==> src/hw/thermal_inv_defines.svh <==
// constants for the thermal shutdown, inventory and transceiver temperature handler
// assumes the includer wants plain `define macros, no process logic here
`ifndef THERMAL_INV_DEFINES_SVH
`define THERMAL_INV_DEFINES_SVH

// request and response opcodes
`define OPC_THERMAL_CTL      8'h4b
`define OPC_THERMAL_RSP      8'hcb
`define OPC_INVENTORY        8'h4e
`define OPC_INVENTORY_RSP    8'hce
`define OPC_XCVR_TEMP        8'h4a
`define OPC_XCVR_TEMP_RSP    8'hca
`define PKG_CHANNEL_ID       5'h1f

// control action codes
`define ACT_DISABLE          8'h00
`define ACT_ENABLE           8'h01
`define ACT_QUERY            8'h02

// capability and status bit positions
`define CAP_THERMAL_BIT      7
`define STAT_OPER_BIT        0
`define STAT_CFG_BIT         1
`define THERMAL_EN_RESET     1'b1

// response and reason codes
`define RESP_COMPLETED       16'h0000
`define RESP_FAILED          16'h0001
`define REASON_NONE          16'h0000
`define REASON_INVALID_PARAM 16'h0002
`define REASON_INFO_NA       16'h0008

// inventory record types and sizes
`define INV_TYPE_PRODUCT     8'h00
`define INV_TYPE_SERIAL      8'h01
`define INV_NUM_RECORDS      8'h02
`define INV_MAX_LEN          16
`define INV_BYTES            40
`define INV_WORDS            10
`define RESP_WORDS           11

`endif

==> src/hw/thermal_inv_pkg.sv <==
// types shared by the thermal shutdown, inventory and transceiver temperature handler
// assumes thermal_inv_defines.svh supplies the widths
`include "thermal_inv_defines.svh"

package thermal_inv_pkg;

   typedef struct packed {
      logic [7:0]  opcode;
      logic [4:0]  channel;
      logic [31:0] action_word;
   } req_t;

   typedef struct packed {
      logic [7:0]  opcode;
      logic [31:0] data;
      logic        last;
   } resp_t;

   typedef struct packed {
      logic        present;
      logic        powered;
      logic        temp_valid;
      logic [15:0] high_alarm;
      logic [15:0] high_warning;
      logic [15:0] temperature;
   } xcvr_t;

   typedef logic [`INV_MAX_LEN-1:0][7:0] inv_text_t;

   typedef enum logic [1:0] {
      ST_IDLE = 2'b01,
      ST_SEND = 2'b10
   } state_t;

endpackage : thermal_inv_pkg

==> src/hw/thermal_setting.sv <==
// thermal self-shutdown setting and its control action decode
// assumes apply is a one-cycle pulse per accepted control request
`timescale 1ns/1ps
`include "thermal_inv_defines.svh"

module thermal_setting
(
   // clock and reset
   input  wire logic       clk,
   input  wire logic       rst_n,
   // control request
   input  wire logic       apply,
   input  wire logic [7:0] action,
   input  wire logic       cfg_locked,
   // result
   output logic            enabled,
   output logic            next_enabled,
   output logic            fail
);

   logic is_set;
   logic reserved_act;

   assign is_set       = (action == `ACT_DISABLE) || (action == `ACT_ENABLE);
   assign reserved_act = !is_set && (action != `ACT_QUERY);
   // locked setting refuses enable and disable alike
   assign fail         = reserved_act || (is_set && cfg_locked);
   // state reported is the state after the action
   assign next_enabled = (is_set && !fail) ? (action == `ACT_ENABLE) : enabled;

   always_ff @(posedge clk or negedge rst_n)
   begin
      if (!rst_n)
         enabled <= `THERMAL_EN_RESET;
      else if (apply)
         enabled <= next_enabled;
   end

endmodule : thermal_setting

==> src/hw/inventory_pack.sv <==
// packs the product and serial number records into response words
// assumes lengths never exceed the text width; text byte 0 goes first
`timescale 1ns/1ps
`include "thermal_inv_defines.svh"

module inventory_pack
   import thermal_inv_pkg::*;
(
   // record contents
   input  thermal_inv_pkg::inv_text_t                  product,
   input  wire logic [4:0]                             product_len,
   input  thermal_inv_pkg::inv_text_t                  serial,
   input  wire logic [4:0]                             serial_len,
   // packed words from byte 20 onward
   output logic [`INV_WORDS-1:0][31:0]                 words,
   output logic [3:0]                                  nwords
);

   logic [5:0] total;

   // count, two headers of two bytes each, then the text
   assign total  = 6'd5 + {1'b0, product_len} + {1'b0, serial_len};
   assign nwords = 4'((total + 6'd3) >> 2);

   genvar p;
   generate
      for (p = 0; p < `INV_BYTES; p = p + 1)
      begin : g_byte
         logic [5:0] pos;
         logic [5:0] off_pn;
         logic [5:0] off_sn;
         logic [5:0] sn_hdr;
         logic [7:0] b;
         assign pos    = 6'(p);
         assign off_pn = pos - 6'd3;
         assign sn_hdr = 6'd3 + {1'b0, product_len};
         assign off_sn = pos - sn_hdr - 6'd2;
         // length byte sits above the type byte in each header
         assign b = (pos == 6'd0)                                  ? `INV_NUM_RECORDS :
                    (pos == 6'd1)                                  ? {3'h0, product_len} :
                    (pos == 6'd2)                                  ? `INV_TYPE_PRODUCT :
                    (pos < sn_hdr)                                 ? product[off_pn[3:0]] :
                    (pos == sn_hdr)                                ? {3'h0, serial_len} :
                    (pos == sn_hdr + 6'd1)                         ? `INV_TYPE_SERIAL :
                    (pos < sn_hdr + 6'd2 + {1'b0, serial_len})     ? serial[off_sn[3:0]] :
                                                                     8'h00;
         // ascii text with no terminator; trailing bytes pad with zero
         assign words[p / 4][31 - 8 * (p % 4) -: 8] = b;
      end
   endgenerate

endmodule : inventory_pack

==> src/hw/thermal_inv_cmds.sv <==
// package-level handler for thermal shutdown control, inventory and transceiver temperature
// assumes header, checksum and identifier checks are done outside; hdr_ok reports them
// response words start at byte 16 and stop before the checksum
// Summary of operation
// - opcode 0x4b selects thermal shutdown control
// - capability bit 7 advertises thermal self-shutdown
// - action 0 disable, 1 enable, 2 query
// - control response opcode is 0xcb
// - always answer unless checksum or identifier fails
// - operating state shows setting after action
// - locked setting refuses enable/disable, invalid parameter
// - untouched fields report their present values
// - shutdown temperature in low byte, bytes 20-23
// - status bit 0 is enablement
// - status bit 1 is configurable, others zero
// - opcode 0x4e is the package inventory query
// - inventory always answered with opcode 0xce
// - inventory text is unterminated ascii
// - record count then records from byte 20
// - header low byte is the attribute type
// - header bits 15..8 hold value length
// - inventory uses no query-specific reason code
// - transceiver thresholds at 20-23, temperature 24-25
// - transceiver values forwarded whole and unmodified
// - no transceiver data gives information-not-available
`timescale 1ns/1ps
`include "thermal_inv_defines.svh"

module thermal_inv_cmds
   import thermal_inv_pkg::*;
(
   // clock and reset
   input  wire logic                     clk,
   input  wire logic                     reset_n,
   // request from the packet receiver
   input  wire logic                     req_valid,
   output logic                          req_ready,
   input  thermal_inv_pkg::req_t         req,
   input  wire logic                     hdr_ok,
   output logic                          req_unhandled,
   // response words toward the packet transmitter
   output logic                          resp_valid,
   input  wire logic                     resp_ready,
   output thermal_inv_pkg::resp_t        resp,
   // thermal self-shutdown
   input  wire logic                     cfg_locked,
   input  wire logic [7:0]               shutdown_temp,
   output logic                          shutdown_enable,
   output logic [7:0]                    cap_flags,
   // inventory contents
   input  thermal_inv_pkg::inv_text_t    product,
   input  wire logic [4:0]               product_len,
   input  thermal_inv_pkg::inv_text_t    serial,
   input  wire logic [4:0]               serial_len,
   // transceiver readings
   input  thermal_inv_pkg::xcvr_t        xcvr
);

   import thermal_inv_pkg::*;

   logic                          rst_meta;
   logic                          rst_n;
   state_t                        state;
   state_t                        next_state;
   logic [`RESP_WORDS-1:0][31:0]  words;
   logic [`RESP_WORDS-1:0][31:0]  next_words;
   logic [3:0]                    count;
   logic [3:0]                    next_count;
   logic [7:0]                    rsp_opcode;
   logic [7:0]                    next_rsp_opcode;
   logic                          unhandled;

   logic                          take;
   logic                          is_thermal;
   logic                          is_inventory;
   logic                          is_xcvr;
   logic                          known;
   logic                          pop;
   logic [7:0]                    action;

   logic                          thermal_en;
   logic                          thermal_next_en;
   logic                          thermal_fail;
   logic [7:0]                    status_byte;
   logic [`INV_WORDS-1:0][31:0]   inv_words;
   logic [3:0]                    inv_nwords;
   logic                          xcvr_avail;

   // reset released through two stages; only the second is used
   always_ff @(posedge clk or negedge reset_n)
   begin
      if (!reset_n)
      begin
         rst_meta <= 1'b0;
         rst_n    <= 1'b0;
      end
      else
      begin
         rst_meta <= 1'b1;
         rst_n    <= rst_meta;
      end
   end

   // request decode
   assign req_ready    = (state == ST_IDLE);
   assign take         = req_valid && req_ready && hdr_ok;
   assign is_thermal   = (req.opcode == `OPC_THERMAL_CTL);
   assign is_inventory = (req.opcode == `OPC_INVENTORY);
   assign is_xcvr      = (req.opcode == `OPC_XCVR_TEMP);
   assign known        = is_thermal || is_inventory || is_xcvr;
   // upper action bytes are reserved and not looked at
   assign action       = req.action_word[7:0];
   assign pop          = resp_valid && resp_ready;

   // the package channel is the manager's duty; the decode does not rely on it
   thermal_setting u_setting
   (
      .clk          (clk),
      .rst_n        (rst_n),
      .apply        (take && is_thermal),
      .action       (action),
      .cfg_locked   (cfg_locked),
      .enabled      (thermal_en),
      .next_enabled (thermal_next_en),
      .fail         (thermal_fail)
   );

   inventory_pack u_inventory
   (
      .product      (product),
      .product_len  (product_len),
      .serial       (serial),
      .serial_len   (serial_len),
      .words        (inv_words),
      .nwords       (inv_nwords)
   );

   assign shutdown_enable = thermal_en;
   // capability byte advertises the feature and nothing else from here
   assign cap_flags       = 8'h01 << `CAP_THERMAL_BIT;

   assign status_byte = {6'h00, !cfg_locked, thermal_next_en};
   assign xcvr_avail  = xcvr.present && xcvr.powered && xcvr.temp_valid;

   // response contents are snapshotted at acceptance so they hold while stalled
   always_comb
   begin
      next_words      = words;
      next_count      = count;
      next_rsp_opcode = rsp_opcode;
      if (take)
      begin
         next_words = '0;
         if (is_thermal)
         begin
            next_rsp_opcode = `OPC_THERMAL_RSP;
            next_words[0]   = thermal_fail ? {`RESP_FAILED, `REASON_INVALID_PARAM}
                                           : {`RESP_COMPLETED, `REASON_NONE};
            // status and temperature are current values even on failure
            next_words[1]   = {16'h0000, status_byte, shutdown_temp};
            next_count      = 4'd2;
         end
         else if (is_inventory)
         begin
            next_rsp_opcode = `OPC_INVENTORY_RSP;
            next_words[0]   = {`RESP_COMPLETED, `REASON_NONE};
            for (int i = 0; i < `INV_WORDS; i++)
            begin
               next_words[i + 1] = inv_words[i];
            end
            next_count      = inv_nwords + 4'd1;
         end
         else if (is_xcvr)
         begin
            next_rsp_opcode = `OPC_XCVR_TEMP_RSP;
            if (xcvr_avail)
            begin
               next_words[0] = {`RESP_COMPLETED, `REASON_NONE};
               // readings are passed through bit for bit
               next_words[1] = {xcvr.high_alarm, xcvr.high_warning};
               next_words[2] = {xcvr.temperature, 16'h0000};
            end
            else
            begin
               next_words[0] = {`RESP_FAILED, `REASON_INFO_NA};
            end
            next_count      = 4'd3;
         end
         else
         begin
            next_count = 4'd0;
         end
      end
      else if (pop)
      begin
         // shift toward the output word so the data port stays a flop
         for (int i = 0; i < `RESP_WORDS - 1; i++)
         begin
            next_words[i] = words[i + 1];
         end
         next_words[`RESP_WORDS - 1] = 32'h0000_0000;
         next_count = count - 4'd1;
      end
   end

   always_comb
   begin
      next_state = state;
      case (state)
         ST_IDLE:
            if (take && known)
               next_state = ST_SEND;
         ST_SEND:
            if (pop && (count == 4'd1))
               next_state = ST_IDLE;
         default:
            next_state = ST_IDLE;
      endcase
   end

   always_ff @(posedge clk or negedge rst_n)
   begin
      if (!rst_n)
      begin
         state      <= ST_IDLE;
         words      <= '0;
         count      <= 4'd0;
         rsp_opcode <= 8'h00;
         unhandled  <= 1'b0;
      end
      else
      begin
         state      <= next_state;
         words      <= next_words;
         count      <= next_count;
         rsp_opcode <= next_rsp_opcode;
         unhandled  <= take && !known;
      end
   end

   // other opcodes are consumed and flagged for the neighbouring handlers
   assign req_unhandled = unhandled;
   assign resp_valid    = (state == ST_SEND);
   assign resp.opcode   = rsp_opcode;
   assign resp.data     = words[0];
   assign resp.last     = (state == ST_SEND) && (count == 4'd1);

endmodule : thermal_inv_cmds

==> config.mk <==
export PLATFORM = sky130hd
export DESIGN_NAME = thermal_inv_cmds
export DESIGN_NICKNAME = d
export VERILOG_FILES = /design/src/hw/thermal_inv_pkg.sv /design/src/hw/thermal_setting.sv /design/src/hw/inventory_pack.sv /design/src/hw/thermal_inv_cmds.sv
export VERILOG_INCLUDE_DIRS = /design/src /design/src/hw
export SDC_FILE = /design/constraint.sdc
export NUM_CORES = 2
export LEC_CHECK = 0
export BUFFER_PORTS_ARGS = -buffer_cell sky130_fd_sc_hd__buf_2
export CAP_MARGIN = 20
export CORE_MARGIN = 3
export CORE_UTILIZATION = 35
export CTS_BUF_LIST = sky130_fd_sc_hd__clkbuf_4
export DETAILED_ROUTE_END_ITERATION = 8
export GPL_TIMING_DRIVEN = 1
export PLACE_DENSITY_LB_ADDON = 0.15
export SLEW_MARGIN = 20
export SYNTH_ARGS = -nofsm -noshare
export SYNTH_HDL_FRONTEND = slang
export SYNTH_SLANG_ARGS = --single-unit
export TNS_END_PERCENT = 30
==> constraint.sdc <==
create_clock -name clk -period 10.4 [get_ports clk]
set_input_delay 1.04 -clock clk [delete_from_list [all_inputs] [get_ports clk]]
set_output_delay 1.04 -clock clk [all_outputs]
set_load 0.03 [all_outputs]
* Word-level counts from Yosys, hierarchy flattened
Index checks and enable logic that the tools add are counted.
Storage, ports and cells: word-level logic and storage cells 566, bits in registers 370
Operators by class: $lt $le $gt $ge 111, muxes and demuxes 244, reduce and logical (&&, ||, !) cells 26, eq/ne operators 84, $add $sub $neg 83
Operators with widths (number):
- two-way mux 8 bit | 188
- binary-select mux 8 bit (select 4 bit) | 37
- two-way mux 352 bit | 2
- two-way mux 288 bit | 1
- two-way mux 256 bit | 1
- equality test 5 x 6 -> 1 bit, first input constant | 32
- < comparator 5 x 6 -> 1 bit, first input constant | 32
- two-way mux 96 bit | 2
- < comparator 4 x 5 -> 1 bit, second input constant | 37
- subtractor 4 x 2 -> 4 bit, second input constant | 37
- two-way mux 64 bit | 2
- equality test 4 x 6 -> 1 bit, first input constant | 16
- equality test 6 bit, first input constant | 16
- < comparator 4 x 6 -> 1 bit, first input constant | 16
- < comparator 6 bit, first input constant | 16
- subtractor 4 bit, first input constant | 16
- equality test 3 x 6 -> 1 bit, first input constant | 8
- < comparator 3 x 6 -> 1 bit, first input constant | 8
- subtractor 3 x 4 -> 4 bit, first input constant | 12
- two-way mux 17 bit | 2
- equality test 8 x 7 -> 1 bit, second input constant | 3
- subtractor 2 x 4 -> 4 bit, first input constant | 5
- two-way mux 4 bit | 4
- subtractor 1 x 4 -> 4 bit, first input constant | 4
- 25 further kinds | 51

* Depth between registers and ports, before layout
depth after elaboration 12, mapped depth 21, gate-level depth less buffers 14

* Cells and area by module
From an unflattened synthesis, not the netlist that was laid out.
Unflattened totals: cells, all modules 3799, area total of the unflattened synthesis 30805.8 sq um
Modules (own cells, without submodules):
- thermal_inv_cmds | area an instance 16936.2 sq um, instances 1, cells each 1976, sequential area each 9110.0 sq um
- inventory_pack | area an instance 13768.2 sq um, instances 1, cells each 1813, sequential area each 0.0 sq um
- thermal_setting | area an instance 101.3 sq um, instances 1, cells each 10, sequential area each 26.3 sq um

* Worst setup path after synthesis
OpenSTA, ideal clock, no wires.
kind input to register, start input port product_len[0], end register words[302] (netlist name), required time 10318 ps, stages on the path 18, arrival time 5919 ps, path slack 4399 ps, library setup time 82 ps, cell sequence inv_1 -> clkbuf_1 -> clkbuf_1 -> buf_1 -> ha_1 -> xnor2_4 -> buf_2 -> buf_2 -> ha_1 -> fa_1 -> a21o_1 -> a21oi_1 -> xnor2_1 -> a211o_1 -> a32o_1 -> a21oi_1 -> or4b_1 -> a31oi_1
Between the ends: cells in the longest elaborated chain, start to end 12
RTL lines:
- start, declared | line thermal_inv_cmds.sv:52 | input wire logic [4:0] product_len,
- adder 2 x 5 -> 6 bit *
- parallel branches: the longest is 7 deep, another holds adder 6 x 2 -> 6 bit
- two-way mux 8 bit * | line inventory_pack.sv:42 | (pos < sn_hdr) ? product[off_pn[3:0]] :
- two-way mux 256 bit * | line thermal_inv_cmds.sv:163 | else if (is_inventory)
- two-way mux 288 bit * | line thermal_inv_cmds.sv:154 | if (is_thermal)
- two-way mux 352 bit * | line thermal_inv_cmds.sv:151 | if (take)
- end signal, assigned | line thermal_inv_cmds.sv:234 | words <= next_words;
- end, declared | line thermal_inv_cmds.sv:65 | logic [`RESP_WORDS-1:0][31:0] words;
Mark *: on every way between the ends. The select of a mux whose other input is x is not followed. A chain may end at the register's enable or synchronous reset.

* Worst setup path after layout
start input port product_len[0], end register words[137] (netlist name)
Between the ends: cells in the longest elaborated chain, start to end 12
RTL lines (line):
- adder 2 x 5 -> 6 bit *
- parallel branches: the longest is 7 deep, another holds adder 6 x 2 -> 6 bit
- two-way mux 8 bit * | inventory_pack.sv:42
- two-way mux 256 bit * | thermal_inv_cmds.sv:163
- two-way mux 288 bit * | thermal_inv_cmds.sv:154
- two-way mux 352 bit * | thermal_inv_cmds.sv:151
Marks and branches as above.

==> metrics.md <==
| Metric | Value |
|---|---|
| Die width | 311 µm |
| Design Area, Final | 36600 µm² |
| RSZ-0062 raised after global routing | no |
| Dpl ws | 3.75 ns |
| Share of cells above drive strength 1 | 21.8% |
| Sw frac | 43.3% |
| Max Slew Vio Count | 0 |
| CTS tree | yes |
| Largest stage delay on the critical path | 0.73 ns |
| Net Switching | 2.30 mW |
| First-iteration detailed-routing DRC count | 4853 |
| Cells after synthesis | 3979 |
| Vias in the first global route | 33100 |
| Setup Total Neg Slack | 0 ns |
| Core area | 91900 µm² |
| Core Util, Final | 39.8% |
| Critical path data required time | 11.16 ns |
| Power Dens Cells | 145 nW/µm² |
| Root buf cell | clkbuf_4 |
| Die Y | 311 µm |
| F_max | 169 MHz |
| Most frequent cells in the layout | 613 x nand2_1, 418 x o21ai_0, 388 x buf_2, 371 x a21oi_1, 362 x dfrtp_1 |
| Setup WS post-layout | 4.47 ns |
| Flip-flop and latch area | 9140 µm² |
| Nets@finish | 4593 |
| Sequential area share after synthesis | 28.1% |
| Clock buffer depth | 3 |
| First-pass GRT wire length | 238 mm |
| Row cnt | 111 |
| Final Skew | 0.0810 ns |
| Sequential Power Share | 29.6% |
| HPWL Detailed | 124 mm |
| Initial antenna violation count | 24 |
| Fin cells | 5524 |
| I/O Buffers | 389 |
| Initial Utilization | 35.4% |
| Synth unique cells | 105 |
| Status | completed |
| Syn Area/Cell | 8.18 µm² |
| Area grow syn2layout | 12.4% |
| Post-synth ARST share | 100% |
| Share of power burned in combinational logic | 42.6% |
| Worst slew pin tran | 1.25 ns |
| Arr. time, crit path | 6.69 ns |
| Critical-path cell list | buf_6, inv_2, ha_4, buf_4, and3b_1, xnor2_2, inv_1, ha_1, ha_1, a21oi_1, xnor3_1, nand2_1, o21ai_1, o221ai_1, nand2_1, o21ai_0 |
| Tmin final | 5.93 ns |
| Vias post-DR | 35500 |
| Worst R2R Setup Slack | 5.94 ns |
| Internal | 3.02 mW |
| Clock share of power | 27.8% |
| Placed Cells | 5316 |
| Final Hold Viols | 0 |
| Post-synth EDFFs | 0 |
| Critical-path top delay cell | o21ai_1 |
| Global route overflow | 0 |
| Die Area | 96600 µm² |
| Cts bufs inserted | 104 |
| Skew-Pair Late Insertion Delay | 0.94 ns |
| Setup CP Type | in2reg |
| DR DRC count | 0 |
| Max Fanout on Critical Path | 57 |
| Period utilization | 57.0% |
| Multi-input logic area | 21600 µm² |
| Kind of cell adding the most delay to the critical path | compound AO/OA/AOI/OAI gates |
| GRT Total Usage | 33.3% |
| Hold_ws | 0.187 ns |
| Worst-path clk slew | 0.06 ns |
| H-tree depth | 3 |
| Placed Area | 35100 µm² |
| Worst setup EP type | register |
| WP buf/inv | 4 |
| Pleak | 15.4 nW |
| Drt first pass iters | 6 |
| CP Launch Type | primary input |
| Layout fillers | 9691 |
| Final antenna-violating net count | 0 |
| Largest net degree at the start of global routing | 157 |
| Routed WL | 168 mm |
| # setup viols final | 0 |
| #FFs+latches synth | 365 |
| Maximum vdd ir drop | 65.5 µV |
| Number of max-cap violations | 0 |
| Drt wl/cell | 30.4 µm |
| Overall power | 5.32 mW |
| Top_reg_cell synth | dfrtp_1 |
| Area of the mapped netlist | 32500 µm² |
| GPL Wtd Cong | 0.988 |
| Vias per std cell | 6.43 |
| Warnings, synthesis | 0 |
| CTS Sinks | 365 |
| Most common cell after layout, fill and taps aside | nand2_1 |
| Hold WC Path Type | reg2async |
| Relative slew margins | 16.1% |
| I/O pin total | 429 |
sequential cells by signal, summed over array words and instances (netlist names):
name,count
count,4
req_unhandled,1
resp,32
rsp_opcode,3
rst_meta,1
rst_n,1
state,2
u_setting.enabled,1
words,320
what timing repair did:
item,4_1_cts,5_1_grt
hold buffers,1,0
buffers inserted,0,0
gates resized for setup,0,0
endpoints found under the hold margin,2,0
kinds of logic (layout without fill, tap and decap cells):
group                      after synthesis  after routing  share of synthesized area [%]
buffers and inverters                  442            718                           6.19
DFF                                    365            365                           28.1
other                                    2             28                         0.0231
adders and majority gates               36             36                           1.43
and+or+nand+nor                       1291           1291                           17.5
AOI/OAI and AO/OA                     1397           1397                           26.7
muxes                                  422            422                           19.0
xor gates and xnor gates                24             24                           1.05
worst paths after layout:
path | end | start | cells past startpoint
hold reg to reg | words[43] | rst_n | 0
min in group clk | rst_n | rst_meta | 0
max in group asynchronous | words[316] | rst_n | 2
hold / removal | words[43] | rst_n | 0
setup reg to reg | words[246] | state[0] | 9
setup / recovery | words[137] | product_len[0] | 16
power groups by stage:
stage	sequential, mW	clock [mW]	combinational, mW
after CTS	1.57	1.51	2.17
after global placement	1.60	0	2.15
after detailed placement	1.60	0	2.16
after global routing	1.58	1.58	2.35
final	1.57	1.48	2.26
after floorplan	1.59	0	1.28
layout make-up:
cell class / count / share of cell area (%)
Inverter: 59 / 0.606
Clock inverter: 26 / 0.496
Clock buffer: 163 / 3.35
Multi-Input combinational cell: 3181 / 59.0
Antenna cell: 17 / 0.116
Tap cell: 1243 / 4.25
Sequential cell: 365 / 25.0
Timing Repair Buffer: 470 / 7.17
per-layer routing:
| metal | share of wire, % | vias up | track usage (%) | wire, µm |
|---|---|---|---|---|
| met5 | 0.031 | - | 0 | 52 |
| met2 | 43 | 2282 | 50.0 | 73100 |
| met3 | 12 | 369 | 10.1 | 19800 |
| li1 | - | 15300 | - | - |
| met1 | 40 | 17500 | 44.5 | 67300 |
| met4 | 4.6 | 8 | 14.1 | 7760 |
synth_stat cells (all sizes together), types with 18 or more instances:
cell type    n  area share (%)
a211oi      61             1.5
a21oi      375             5.8
a221oi      45             1.2
a22oi       44             1.0
a31oi       50            0.98
and2        32            0.62
and3        47            0.90
buf        152             2.8
clkbuf     231             2.7
dfrtp      363              28
ha          34             1.3
inv         58            0.67
mux2        63             2.2
mux2i      209             6.5
mux4       150              10
nand2      618             7.1
nand2b      18            0.35
nand3       86             1.3
nand4       19            0.37
nor2       311             3.6
nor2b       24            0.46
nor3        60            0.97
o211ai      21            0.48
o21a        31            0.72
o21ai      433             6.7
o221ai      27            0.73
o22ai      108             2.1
o31ai       26            0.60
or3         19            0.37
(Power assumes the default switching activity.)
